<file path="src/inc/smsr_pkg.sv">
// How it works
// - Accept word only after exactly 32 clocks
// - Wrong length frame discarded, error flag set
// - Error flag mirrored into response status
// - No error when select toggles without clocks
// - Reading event register clears both flags
// - Power-up flag one after every reset
// - Reset restores defaults and frame state
// - Power-up flag mirrored into response status
// - CRC field low 16 bits, resets ones
// - CRC bit order kept LSB to MSB
// - Live supply, thermal status, upper bits zero
// - Bit 3 reads under-voltage now
// - Bit 2 reads over-voltage now
// - Bit 1 reads temperature warning now
// - Bit 0 reads temperature shutdown now
// - One comparator level bit per input
package smsr_pkg;

  localparam int FRAME_BITS = 32;
  localparam int HEAD_BITS = 7;
  localparam int ADDR_W = 6;
  localparam int DATA_W = 24;
  localparam int CRC_W = 16;
  localparam int CNT_W = 6;
  localparam int NUM_INPUTS = 24;

  localparam logic [CNT_W-1:0] FRAME_LEN = 6'h20;
  localparam logic [CNT_W-1:0] HEAD_LEN = 6'h07;
  localparam logic [CNT_W-1:0] CNT_MAX = 6'h3F;

  // Frame layout, first bit on the wire is bit 31
  localparam int CMD_POS = 31;
  localparam int ADDR_LSB = 25;
  localparam logic CMD_READ = 1'b0;

  // Register offsets
  localparam logic [ADDR_W-1:0] OFS_EVENT = 6'h01;
  localparam logic [ADDR_W-1:0] OFS_CRC = 6'h03;
  localparam logic [ADDR_W-1:0] OFS_MISC = 6'h04;
  localparam logic [ADDR_W-1:0] OFS_COMP = 6'h05;

  // Reset values
  localparam logic [CRC_W-1:0] CRC_RESET = 16'hFFFF;
  localparam logic [NUM_INPUTS-1:0] COMP_RESET = 24'h000000;

  // Event register and response header bit positions
  localparam int EVT_FRAME_POS = 1;
  localparam int EVT_POR_POS = 0;
  localparam int HDR_POR_POS = 6;
  localparam int HDR_FRAME_POS = 5;

  typedef struct packed {
    logic cs_n;
    logic sclk;
    logic mosi;
  } smsr_spi_pins_s;

  // Mode 0: deselected with the serial clock low
  localparam smsr_spi_pins_s SPI_IDLE = 3'h4;

  typedef struct packed {
    logic low_supply_now;
    logic high_supply_now;
    logic hot_warning_now;
    logic overheat_now;
  } smsr_live_s;

  localparam smsr_live_s LIVE_RESET = 4'h0;

  typedef enum logic [3:0] {
    SMSR_IDLE = 4'h1,
    SMSR_HEAD = 4'h2,
    SMSR_DATA = 4'h4,
    SMSR_OVER = 4'h8
  } smsr_state_e;

endpackage : smsr_pkg

</file>
<file path="src/core/smsr_sync.sv">
`timescale 1ns/1ns
module smsr_sync #(
  parameter int WIDTH = 1,
  parameter logic [WIDTH-1:0] RESET_VAL = '0
) (
  // Clock and reset
  input wire logic clock_i,
  input wire logic reset_n_i,
  // Data
  input wire logic [WIDTH-1:0] d_i,
  output logic [WIDTH-1:0] q_o
);

  logic [WIDTH-1:0] meta_q;
  logic [WIDTH-1:0] mid_q;
  logic [WIDTH-1:0] late_q;

  always_ff @(posedge clock_i or negedge reset_n_i) begin
    if (!reset_n_i) begin
      meta_q <= RESET_VAL;
      mid_q <= RESET_VAL;
      late_q <= RESET_VAL;
    end else begin
      meta_q <= d_i;
      mid_q <= meta_q;
      late_q <= mid_q;
    end
  end

  // A change only counts once two stages agree
  for (genvar i = 0; i < WIDTH; i++) begin : g_bit
    always_ff @(posedge clock_i or negedge reset_n_i) begin
      if (!reset_n_i) begin
        q_o[i] <= RESET_VAL[i];
      end else if (mid_q[i] == late_q[i]) begin
        q_o[i] <= late_q[i];
      end
    end
  end

endmodule : smsr_sync

</file>
<file path="src/core/smsr_frame_counter.sv">
`timescale 1ns/1ns
module smsr_frame_counter (
  // Clock and reset
  input wire logic clock_i,
  input wire logic reset_n_i,
  input wire logic restart_i,
  // Filtered pins
  input wire logic cs_n_i,
  input wire logic sclk_i,
  // Events
  output logic sclk_rise_o,
  output logic sclk_fall_o,
  output logic frame_start_o,
  output logic frame_end_o,
  // Count
  output logic [smsr_pkg::CNT_W-1:0] bit_count_o,
  output logic length_ok_o,
  output logic had_edges_o
);

  logic cs_n_q;
  logic sclk_q;
  logic [smsr_pkg::CNT_W-1:0] count_q;

  always_ff @(posedge clock_i or negedge reset_n_i) begin
    if (!reset_n_i) begin
      cs_n_q <= 1'b1;
      sclk_q <= 1'b0;
    end else begin
      cs_n_q <= cs_n_i;
      sclk_q <= sclk_i;
    end
  end

  assign frame_start_o = cs_n_q && !cs_n_i;
  assign frame_end_o = !cs_n_q && cs_n_i;
  assign sclk_rise_o = !cs_n_i && !sclk_q && sclk_i;
  assign sclk_fall_o = !cs_n_i && sclk_q && !sclk_i;

  // Saturates so a very long frame never wraps back to a legal count
  always_ff @(posedge clock_i or negedge reset_n_i) begin
    if (!reset_n_i) begin
      count_q <= '0;
    end else if (restart_i || frame_start_o) begin
      count_q <= '0;
    end else if (sclk_rise_o && count_q != smsr_pkg::CNT_MAX) begin
      count_q <= count_q + 6'h01;
    end
  end

  assign bit_count_o = count_q;
  assign length_ok_o = count_q == smsr_pkg::FRAME_LEN;
  assign had_edges_o = count_q != '0;

endmodule : smsr_frame_counter

</file>
<file path="src/core/smsr_status_regs.sv">
`timescale 1ns/1ns
module smsr_status_regs (
  // Clock and reset
  input wire logic clock_i,
  input wire logic reset_n_i,
  input wire logic soft_reset_i,
  // Serial pins
  input wire logic spi_cs_n_i,
  input wire logic spi_sclk_i,
  input wire logic spi_mosi_i,
  output logic spi_miso_o,
  output logic spi_miso_oe_o,
  // CRC engine result
  input wire logic [smsr_pkg::CRC_W-1:0] crc_value_i,
  input wire logic crc_valid_i,
  // Live supply and thermal conditions
  input wire logic low_supply_now_i,
  input wire logic high_supply_now_i,
  input wire logic hot_warning_now_i,
  input wire logic overheat_now_i,
  // Comparator outputs, one per switch input
  input wire logic [smsr_pkg::NUM_INPUTS-1:0] comp_level_i,
  // Accepted frames
  output logic word_valid_o,
  output logic [smsr_pkg::FRAME_BITS-1:0] word_o,
  // Event flags
  output logic frame_err_flag_o,
  output logic por_flag_o
);

  smsr_pkg::smsr_spi_pins_s pins_raw;
  smsr_pkg::smsr_spi_pins_s pins;
  smsr_pkg::smsr_live_s live_raw;
  smsr_pkg::smsr_live_s live;
  logic [smsr_pkg::NUM_INPUTS-1:0] comp_sync;

  logic sclk_rise;
  logic sclk_fall;
  logic frame_start;
  logic frame_end;
  logic [smsr_pkg::CNT_W-1:0] bit_count;
  logic length_ok;
  logic had_edges;

  smsr_pkg::smsr_state_e state_q;
  smsr_pkg::smsr_state_e state_d;

  logic [smsr_pkg::FRAME_BITS-1:0] rx_q;
  logic [smsr_pkg::FRAME_BITS-1:0] rx_d;
  logic [smsr_pkg::FRAME_BITS-1:0] tx_q;
  logic [smsr_pkg::CRC_W-1:0] crc_q;
  logic [smsr_pkg::NUM_INPUTS-1:0] comp_q;
  smsr_pkg::smsr_live_s live_q;
  logic frame_err_q;
  logic por_q;
  logic word_valid_q;
  logic [smsr_pkg::FRAME_BITS-1:0] word_q;

  logic [smsr_pkg::ADDR_W-1:0] head_addr;
  logic [smsr_pkg::DATA_W-1:0] read_data;
  logic [smsr_pkg::HEAD_BITS-1:0] head_flags;
  logic head_done;
  logic frame_good;
  logic frame_bad;
  logic event_read;

  // Pins and analog flags come from outside the clock domain
  assign pins_raw = {spi_cs_n_i, spi_sclk_i, spi_mosi_i};
  assign live_raw = {low_supply_now_i, high_supply_now_i,
                     hot_warning_now_i, overheat_now_i};

  smsr_sync #(
    .WIDTH(3),
    .RESET_VAL(smsr_pkg::SPI_IDLE)
  ) u_pin_sync (
    .clock_i(clock_i),
    .reset_n_i(reset_n_i),
    .d_i(pins_raw),
    .q_o(pins)
  );

  smsr_sync #(
    .WIDTH(4),
    .RESET_VAL(smsr_pkg::LIVE_RESET)
  ) u_live_sync (
    .clock_i(clock_i),
    .reset_n_i(reset_n_i),
    .d_i(live_raw),
    .q_o(live)
  );

  smsr_sync #(
    .WIDTH(smsr_pkg::NUM_INPUTS),
    .RESET_VAL(smsr_pkg::COMP_RESET)
  ) u_comp_sync (
    .clock_i(clock_i),
    .reset_n_i(reset_n_i),
    .d_i(comp_level_i),
    .q_o(comp_sync)
  );

  smsr_frame_counter u_counter (
    .clock_i(clock_i),
    .reset_n_i(reset_n_i),
    .restart_i(soft_reset_i),
    .cs_n_i(pins.cs_n),
    .sclk_i(pins.sclk),
    .sclk_rise_o(sclk_rise),
    .sclk_fall_o(sclk_fall),
    .frame_start_o(frame_start),
    .frame_end_o(frame_end),
    .bit_count_o(bit_count),
    .length_ok_o(length_ok),
    .had_edges_o(had_edges)
  );

  // Frame sequencing
  always_comb begin
    state_d = state_q;
    case (state_q)
      smsr_pkg::SMSR_IDLE: begin
        if (frame_start) begin
          state_d = smsr_pkg::SMSR_HEAD;
        end
      end
      smsr_pkg::SMSR_HEAD: begin
        if (frame_end) begin
          state_d = smsr_pkg::SMSR_IDLE;
        end else if (head_done) begin
          state_d = smsr_pkg::SMSR_DATA;
        end
      end
      smsr_pkg::SMSR_DATA: begin
        if (frame_end) begin
          state_d = smsr_pkg::SMSR_IDLE;
        end else if (sclk_rise
                     && bit_count == smsr_pkg::FRAME_LEN) begin
          state_d = smsr_pkg::SMSR_OVER;
        end
      end
      smsr_pkg::SMSR_OVER: begin
        if (frame_end) begin
          state_d = smsr_pkg::SMSR_IDLE;
        end
      end
      default: begin
        state_d = smsr_pkg::SMSR_IDLE;
      end
    endcase
  end

  always_ff @(posedge clock_i or negedge reset_n_i) begin
    if (!reset_n_i) begin
      state_q <= smsr_pkg::SMSR_IDLE;
    end else if (soft_reset_i) begin
      state_q <= smsr_pkg::SMSR_IDLE;
    end else begin
      state_q <= state_d;
    end
  end

  // Receive side
  assign rx_d = {rx_q[smsr_pkg::FRAME_BITS-2:0], pins.mosi};
  assign head_done = sclk_rise && state_q == smsr_pkg::SMSR_HEAD
                     && bit_count == smsr_pkg::HEAD_LEN - 6'h01;
  assign head_addr = rx_d[smsr_pkg::ADDR_W-1:0];

  always_ff @(posedge clock_i or negedge reset_n_i) begin
    if (!reset_n_i) begin
      rx_q <= '0;
    end else if (soft_reset_i || frame_start) begin
      rx_q <= '0;
    end else if (sclk_rise) begin
      rx_q <= rx_d;
    end
  end

  // Zero clock frames are ignored, not flagged
  assign frame_good = frame_end && length_ok;
  assign frame_bad = frame_end && !length_ok && had_edges;
  assign event_read = frame_good
                      && rx_q[smsr_pkg::CMD_POS] == smsr_pkg::CMD_READ
                      && rx_q[smsr_pkg::CMD_POS-1:smsr_pkg::ADDR_LSB]
                         == smsr_pkg::OFS_EVENT;

  // Bad frames never reach the word port
  always_ff @(posedge clock_i or negedge reset_n_i) begin
    if (!reset_n_i) begin
      word_valid_q <= 1'b0;
      word_q <= '0;
    end else if (soft_reset_i) begin
      word_valid_q <= 1'b0;
      word_q <= '0;
    end else begin
      word_valid_q <= frame_good;
      if (frame_good) begin
        word_q <= rx_q;
      end
    end
  end

  // Event flags; a set in the clearing cycle still wins
  always_ff @(posedge clock_i or negedge reset_n_i) begin
    if (!reset_n_i) begin
      frame_err_q <= 1'b0;
    end else if (soft_reset_i) begin
      frame_err_q <= 1'b0;
    end else if (frame_bad) begin
      frame_err_q <= 1'b1;
    end else if (event_read) begin
      frame_err_q <= 1'b0;
    end
  end

  always_ff @(posedge clock_i or negedge reset_n_i) begin
    if (!reset_n_i) begin
      por_q <= 1'b1;
    end else if (soft_reset_i) begin
      por_q <= 1'b1;
    end else if (event_read) begin
      por_q <= 1'b0;
    end
  end

  // Status registers follow hardware only; no frame writes them
  always_ff @(posedge clock_i or negedge reset_n_i) begin
    if (!reset_n_i) begin
      crc_q <= smsr_pkg::CRC_RESET;
    end else if (soft_reset_i) begin
      crc_q <= smsr_pkg::CRC_RESET;
    end else if (crc_valid_i) begin
      crc_q <= crc_value_i;
    end
  end

  always_ff @(posedge clock_i or negedge reset_n_i) begin
    if (!reset_n_i) begin
      live_q <= smsr_pkg::LIVE_RESET;
      comp_q <= smsr_pkg::COMP_RESET;
    end else begin
      live_q <= live;
      comp_q <= comp_sync;
    end
  end

  // Read mux, unmapped offsets answer zero
  always_comb begin
    read_data = '0;
    case (head_addr)
      smsr_pkg::OFS_EVENT: begin
        read_data[smsr_pkg::EVT_FRAME_POS] = frame_err_q;
        read_data[smsr_pkg::EVT_POR_POS] = por_q;
      end
      smsr_pkg::OFS_CRC: begin
        read_data[smsr_pkg::CRC_W-1:0] = crc_q;
      end
      smsr_pkg::OFS_MISC: begin
        read_data[3] = live_q.low_supply_now;
        read_data[2] = live_q.high_supply_now;
        read_data[1] = live_q.hot_warning_now;
        read_data[0] = live_q.overheat_now;
      end
      smsr_pkg::OFS_COMP: begin
        read_data = comp_q;
      end
      default: begin
        read_data = '0;
      end
    endcase
  end

  // Status header leads every response
  always_comb begin
    head_flags = '0;
    head_flags[smsr_pkg::HDR_POR_POS] = por_q;
    head_flags[smsr_pkg::HDR_FRAME_POS] = frame_err_q;
  end

  // Transmit side; data is loaded before the eighth bit goes out
  always_ff @(posedge clock_i or negedge reset_n_i) begin
    if (!reset_n_i) begin
      tx_q <= '0;
    end else if (soft_reset_i) begin
      tx_q <= '0;
    end else if (frame_start) begin
      tx_q <= {head_flags, 25'h0000000};
    end else if (head_done) begin
      tx_q <= {tx_q[31], read_data, tx_q[6:0]};
    end else if (sclk_fall) begin
      tx_q <= {tx_q[smsr_pkg::FRAME_BITS-2:0], 1'b0};
    end
  end

  assign spi_miso_o = tx_q[smsr_pkg::FRAME_BITS-1];
  assign spi_miso_oe_o = !pins.cs_n;
  assign word_valid_o = word_valid_q;
  assign word_o = word_q;
  assign frame_err_flag_o = frame_err_q;
  assign por_flag_o = por_q;

endmodule : smsr_status_regs

</file>
<file path="config.mk">
export PLATFORM = sky130hd
export DESIGN_NAME = smsr_status_regs
export DESIGN_NICKNAME = d
export VERILOG_FILES = /design/src/inc/smsr_pkg.sv /design/src/core/smsr_sync.sv /design/src/core/smsr_frame_counter.sv /design/src/core/smsr_status_regs.sv
export SDC_FILE = /design/constraint.sdc
export NUM_CORES = 1
export LEC_CHECK = 0
export ABC_CLOCK_PERIOD_IN_PS = 2500
export BUFFER_PORTS_ARGS = -buffer_cell sky130_fd_sc_hd__buf_2
export CAP_MARGIN = 20
export CORE_AREA = 2 2 152 154
export CTS_CLUSTER_DIAMETER = 60
export DETAILED_ROUTE_END_ITERATION = 16
export DIE_AREA = 0 0 154 156
export GPL_TIMING_DRIVEN = 0
export HOLD_SLACK_MARGIN = 0.15
export PLACE_DENSITY = 0.61
export SYNTH_ARGS = -nofsm -noshare
export SYNTH_HDL_FRONTEND = slang
export SYNTH_HIERARCHICAL = 1
export SYNTH_SLANG_ARGS = --single-unit
</file>
<file path="constraint.sdc">
create_clock -name clock_i -period 2.5 [get_ports clock_i]
set_clock_uncertainty 0.1 [all_clocks]
set_input_delay 0.375 -clock clock_i [delete_from_list [all_inputs] [get_ports clock_i]]
set_output_delay 0.375 -clock clock_i [all_outputs]
set_load 0.03 [all_outputs]
</file>
# Word level (Yosys, flattened, before mapping)
# Cells that the tools add are included.
dict set report totals {
  reg_bits 279
  input_bits 51
  output_inout_bits 37
  word_cells 168
}
dict set report classes {
  n_addsub 1
  eq_ne 48
  muxes 29
  n_bitwise 1
  reduce_logical 32
}
# cell n
set op_table {}
lappend op_table {{two-way mux 32 bit} 8}
lappend op_table {{two-way mux 16 bit} 2}
lappend op_table {{== test 1 bit} 31}
lappend op_table {{two-way mux 4 bit} 7}
lappend op_table {{case mux 12 bit (2 select lines)} 1}
lappend op_table {{== test 6 x 3 -> 1 bit, second input constant} 3}
lappend op_table {{case mux 4 bit (4 select lines)} 1}
lappend op_table {{logical AND 1 bit} 15}
lappend op_table {{== test 6 x 1 -> 1 bit, second input constant} 2}
lappend op_table {{two-way mux 6 bit} 2}
lappend op_table {{nonzero test 2 bit} 5}
lappend op_table {{two-way mux 8 bit} 1}
lappend op_table {{!= test 4 bit, second input constant} 2}
lappend op_table {{case mux 2 bit (4 select lines)} 1}
lappend op_table {{adder 6 x 1 -> 6 bit, second input constant} 1}
lappend op_table {{== test 6 x 2 -> 1 bit, second input constant} 1}
lappend op_table {{== test 6 bit, second input constant} 1}
lappend op_table {{!= test 3 x 2 -> 1 bit, second input constant} 2}
lappend op_table {{!= test 6 bit, second input constant} 1}
lappend op_table {{case mux 2 bit (3 select lines)} 1}
lappend op_table {{nonzero test 3 bit} 2}
lappend op_table {{nonzero test 6 bit} 1}
lappend op_table {{zero test 1 bit} 5}
lappend op_table {{two-way mux 1 bit} 5}
lappend op_table {{10 further kinds} 10}

# Longest topological paths before layout
dict set report depth {
  depth_word 9
  ltp_mapped 8
  mapped_depth_nobuf 7
}

# Cells and area by module
# The synthesis kept the hierarchy.
# mod n_inst cells_each area_per_inst_um2 seq_area_each_um2
set modules_own_cells {}
lappend modules_own_cells {smsr_status_regs 1 471 5967.0 3676.0}
lappend modules_own_cells {{smsr_sync at u_comp_sync} 1 120 2672.6 2402.3}
lappend modules_own_cells {smsr_frame_counter 1 46 495.5 201.4}
lappend modules_own_cells {{smsr_sync at u_live_sync} 1 20 445.4 400.4}
lappend modules_own_cells {{smsr_sync at u_pin_sync} 1 15 339.1 305.3}

# Worst setup path before layout
# No wires, ideal clock.
dict set report synth_timing {
  path_type {register -> register}
  start {register u_pin_sync.q_o[2]}
  end {register tx_q[15] in the netlist's numbering}
  setup_time_ps 147
  t_arrival_ps 2374
  required_time_ps 2253
  slack_ps -121
  path_stages_with_launch 9
  n_path_buf 3
  synth_period_minus_slack_ps 2621
  path_cell_list {dfstp_2 > nor3b_4 > buf_4 > or4b_4 > or3_1 > clkbuf_1 > buf_6 > a221oi_1 > a211oi_2}
}
dict set report synth_between {
  elab_chain_len 8
  elab_cells_between_ends 12
  classes_between {3 x mux; 9 x reduce/logical}
}
# element line
set synth_lines {}
lappend synth_lines {{start: declaration} smsr_sync.sv:11} ;# output logic [WIDTH-1:0] q_o
lappend synth_lines {{start signal: indexed assignment} smsr_sync.sv:34} ;# q_o[i] <= RESET_VAL[i];
lappend synth_lines {{start signal: indexed assignment} smsr_sync.sv:36} ;# q_o[i] <= late_q[i];
lappend synth_lines {{zero test 1 bit (*)} smsr_frame_counter.sv:37} ;# assign sclk_rise_o = !cs_n_i && !sclk_q && sclk_i;
lappend synth_lines {{logical AND 1 bit (*) (2 in a row)} smsr_frame_counter.sv:37}
lappend synth_lines {{net sclk_rise} smsr_status_regs.sv:37} ;# logic sclk_rise;
lappend synth_lines {{logical AND 1 bit (*)} smsr_status_regs.sv:164} ;# assign head_done = sclk_rise && state_q == smsr_pkg::SMSR_HEAD
lappend synth_lines {{logical AND 1 bit (*)} smsr_status_regs.sv:165} ;# && bit_count == smsr_pkg::HEAD_LEN - 6'h01;
lappend synth_lines {{two-way mux 32 bit} smsr_status_regs.sv:287} ;# end else if (head_done) begin
lappend synth_lines {{two-way mux 32 bit} smsr_status_regs.sv:285} ;# end else if (frame_start) begin
lappend synth_lines {{two-way mux 32 bit} smsr_status_regs.sv:283} ;# end else if (soft_reset_i) begin
lappend synth_lines {{end signal: assignment} smsr_status_regs.sv:286} ;# tx_q <= {head_flags, 25'h0000000};
lappend synth_lines {{end signal: assignment} smsr_status_regs.sv:288} ;# tx_q <= {tx_q[31], read_data, tx_q[6:0]};
lappend synth_lines {{end signal: assignment} smsr_status_regs.sv:290} ;# tx_q <= {tx_q[smsr_pkg::FRAME_BITS-2:0], 1'b0};
lappend synth_lines {{end: declaration} smsr_status_regs.sv:50} ;# logic [smsr_pkg::FRAME_BITS-1:0] tx_q;
# Mark *: on every way through the listed nets, which the timed path passes. The rest lies on a longest branch. The select of a mux whose other input is x is not followed.
# A chain may end at the register's enable or synchronous reset.

# Worst setup path after layout
dict set report layout_timing {
  start {register u_counter.sclk_q}
  end {register tx_q[22] in the netlist's numbering}
}
dict set report layout_between {
  elab_chain_len 8
  elab_cells_between_ends 11
  classes_between {3 x mux; 8 x reduce/logical}
}
# element line
set layout_lines {}
lappend layout_lines {{start: declaration} smsr_frame_counter.sv:22} ;# logic sclk_q;
lappend layout_lines {{start signal: assignment} smsr_frame_counter.sv:31} ;# sclk_q <= sclk_i;
lappend layout_lines {{zero test 1 bit (*)} smsr_frame_counter.sv:37}
lappend layout_lines {{logical AND 1 bit (*) (2 in a row)} smsr_frame_counter.sv:37}
lappend layout_lines {{net sclk_rise} smsr_status_regs.sv:37}
lappend layout_lines {{logical AND 1 bit (*)} smsr_status_regs.sv:164}
lappend layout_lines {{logical AND 1 bit (*)} smsr_status_regs.sv:165}
lappend layout_lines {{two-way mux 32 bit} smsr_status_regs.sv:287}
lappend layout_lines {{two-way mux 32 bit} smsr_status_regs.sv:285}
lappend layout_lines {{two-way mux 32 bit} smsr_status_regs.sv:283}
# Marked as above.

==> impl_metrics.ini <==
[outcome]
run_status = finished, final reports clean

[final_layout]
area.growth.synth_to_final_pct = 26.48
final_cell_area_um2 = 12550
diodes = 0
final_cell_count_no_fill = 1161
drive_gt1_share_pct = 30.37
fillerInstances = 1728
num-nets-final = 905

[critical_path]
timing.critical_path.to_type = register
worst_path_max_delay_cell = or4b_4
crit_path_max_incr_delay_ns = 0.49
cp_data_arrival_time_ns = 2.76
timing.critical_path.cells = nor3b_4, buf_6, or4b_4, or3_1, buf_6, buf_6, a211oi_2
setup.worst_path.class = reg2reg
reg2regPathDepth = 7
r2r_slack_ns = 0.09
ff_to_ff_start = u_counter/sclk_q$_DFF_PN0_
regToRegEndpoint = tx_q[22]$_DFFE_PN0P_
crit_top_cell = buf_6
worstPathRequired_ns = 2.85
critPathLaunchType = register
path_max_fanout = 10

[die]
dieArea_um2 = 24020
die-width_um = 154
coreArea_um2 = 22370
num_rows = 55
start_util_pct = 44.35
die_y_um = 156
ios = 88

[yosys]
synth_async_sr_flop_share_pct = 100.0
post-synth-top-count-cell = dfrtp_1
area_share_of_the_largest_cell_type_after_synthesis_pct = 64.33
ys_top_cells_by_area = dfrtp_1, dfstp_2, mux2i_1, maj3_2, a22o_1
dominantRegCellSynth = dfrtp_1
yosysSeqAreaShare_pct = 70.42
synth_largest_area_cell = dfrtp_1
synth_edf_count = 0
ys.warnings.count = 6
syn_inst = 672
ys_ff_latch = 278
avgSynthCellArea_um2 = 14.76
synthDistinctLibCells = 52
synth.cells.most_frequent = dfrtp_1, mux2i_1, nor2_1
synth_nets = 725
netlist_area_um2 = 9920

[clocking]
master_cell_of_the_clock_root_buffer = clkbuf_16
number_of_buffers_added_by_the_clock_tree_synthesis_step = 30
clkLatencyLatePin_ns = 0.54
cts_tree = yes
htree_num_levels = 1
cts_num_sinks = 278
cts-root-to-sink-buffers = 3
cts.clk_slew.worst_paths_ns = 0.06

[global_route]
grt.total_usage_pct = 16.18
grt_pass1_vias = 6397
grt_pass1_wl_um = 31770
antenna_found_initial = 0
grt_start_max_net_pins = 113
globalRouteOverflowTotal = 0

[placement]
postPlaceCellArea_um2 = 10860
dpl_worst_slack_ns = -0.2513
gp_congestion = 0.7378
hpwl_detailed_um = 12040
buffer_ports.inserted = 87
placedCellCount = 1046

[timing]
postLayoutSetupSlackWorst_ns = 0.09157
fmax_mhz = 415.2
setup_violations = 0
rsz0062_at_grt = false
fin_crit_sh_pct = 96.34
hold_ws_ns = 0.2434
final_hold_viol_count = 0
final_worst_path_period_need_ns = 2.408
final_max_slew_viol_count = 0
timing.max_slew.rel_slack_pct = 51.73
tightestPinTransition_ns = 0.7240

[routing]
avgRoutedWirePerCell_um = 16.14
drt.antenna.violating_nets = 0
totalWireLength_um = 18740
remaining_drc_errors = 0
route.detailed.vias_per_inst = 5.121
dr_total_vias = 5945
drt-pass1-iter-count = 4
first_iter_violations = 320

[pwr]
leakage_power_figure_uw = 0.005664
power.density_cell_area_nw_per_um2 = 798.9
vdd_ir_drop_max_mv = 0.5704
tot_pwr_uw = 10020

[run]
max_cap_viol_count = 0

[min_path]
holdPathEnd = u_comp_sync/mid_q[11]$_DFF_PN0_
hold_class = reg2reg
whs_path_depth = 0
timing.hold.worst.start = u_comp_sync/meta_q[11]$_DFF_PN0_
-- cell families after synthesis --
group / Yosys count / share of synthesized area (%)
muxes: 64 / 6.685
AOI/OAI and AO/OA: 113 / 9.536
buffers and inverters: 46 / 2.132
adders and majority gates: 33 / 3.771
DFF: 278 / 70.42
and+or+nand+nor: 138 / 7.455
-- layer usage --
metal,track usage (%),wire length [um]
met5,0,0
met4,5.607,497
met3,2.944,813
met2,26.73,8907
met1,21.74,8524
-- power by group --
| group | internal (uW) | switching (uW) | leakage (uW) |
|---|---|---|---|
| Combinational | 252 | 291 | 0.00168 |
| Clock | 2850 | 1810 | 0.000522 |
| Sequential | 4720 | 109 | 0.00346 |
-- flip-flops by register name, summed over array words and instances, names as in the netlist, 3 cells and up --
name                   count
u_live_sync/mid_q          4
u_pin_sync/late_q          3
rx_q                      32
u_counter/bit_count_o      6
comp_q                    24
u_pin_sync/q_o             3
u_live_sync/late_q         4
tx_q                      31
u_pin_sync/meta_q          3
live_q                     4
u_pin_sync/mid_q           3
u_comp_sync/late_q        24
u_live_sync/meta_q         4
word_o                    32
u_comp_sync/meta_q        24
crc_q                     16
state_q                    4
u_comp_sync/mid_q         24
u_live_sync/q_o            4
u_comp_sync/q_o           24
-- cell type report --
type	count	area, um2	share of cell area [%]
Timing Repair Buffer	149	1081	8.617
Multi-Input combinational cell	348	2828	22.54
Inverter	7	26.28	0.2094
Clock buffer	39	855.8	6.822
Buffer	38	195.2	1.556
Sequential cell	278	6985	55.68
Clock inverter	17	217.7	1.735
Tap cell	285	356.6	2.842
-- layout by cell type, fill, tap and decap left out, types with 8 or more instances in the layout --
cell / count
a22o_1: 32
dfrtp_1: 255
buf_2: 90
nor2b_1: 19
nand4_1: 8
nor2_1: 42
a211oi_2: 12
dlygate4sd3_1: 52
a21oi_1: 13
clkbuf_2: 8
nand3_1: 13
dfstp_2: 23
nand2_1: 18
clkbuf_16: 31
buf_4: 10
a221oi_2: 11
mux2_2: 10
mux2i_1: 52
nor3_1: 12
clkbuf_1: 20
maj3_2: 31
a211o_1: 16
-- stage by stage --
stage | setup TNS [ns] | util (%)
after floorplan | 0 | -
after global placement | -1011.45 | 48.25
after detailed placement | -5.562 | 48.54
after CTS | 0 | 55.79
after global routing | 0 | 56.10
final | 0 | 56.10
-- worst max-delay path, delay by kind of cell (launching register included) --
family / cells / cell delay (ns)
flops: 1 / 0.40
simple gates: 3 / 1.13
compound gates: 1 / 0.19
buf+inv: 3 / 0.48
-- worst max-delay path by stage --
stage                                  startpoint                         endpoint  slack [ns]  depth (start not counted)
global route           u_counter/sclk_q$_DFF_PN0_             tx_q[22]$_DFFE_PN0P_       0.007                          7
CTS                 u_pin_sync/q_o[2]$_DFFE_PN1N_              tx_q[4]$_DFFE_PN0P_       0.007                          7
global placement                        reset_n_i  u_comp_sync/meta_q[6]$_DFF_PN0_       -3.77                          1
floorplan              u_counter/sclk_q$_DFF_PN0_             tx_q[15]$_DFFE_PN0P_        0.03                          8
detailed placement  u_pin_sync/q_o[2]$_DFFE_PN1N_              tx_q[7]$_DFFE_PN0P_       -0.25                          6
finish                 u_counter/sclk_q$_DFF_PN0_             tx_q[22]$_DFFE_PN0P_        0.09                          7
-- timing repair --
item,CTS,global route
resized for setup,5,13
pin swaps,1,3
setup endpoints to repair,57,75
hold buffers,52,0
gates cloned,0,0
endpoints found under the hold margin,131,0
buffers inserted,2,6
No activity file was read; power rests on OpenSTA's default activity.
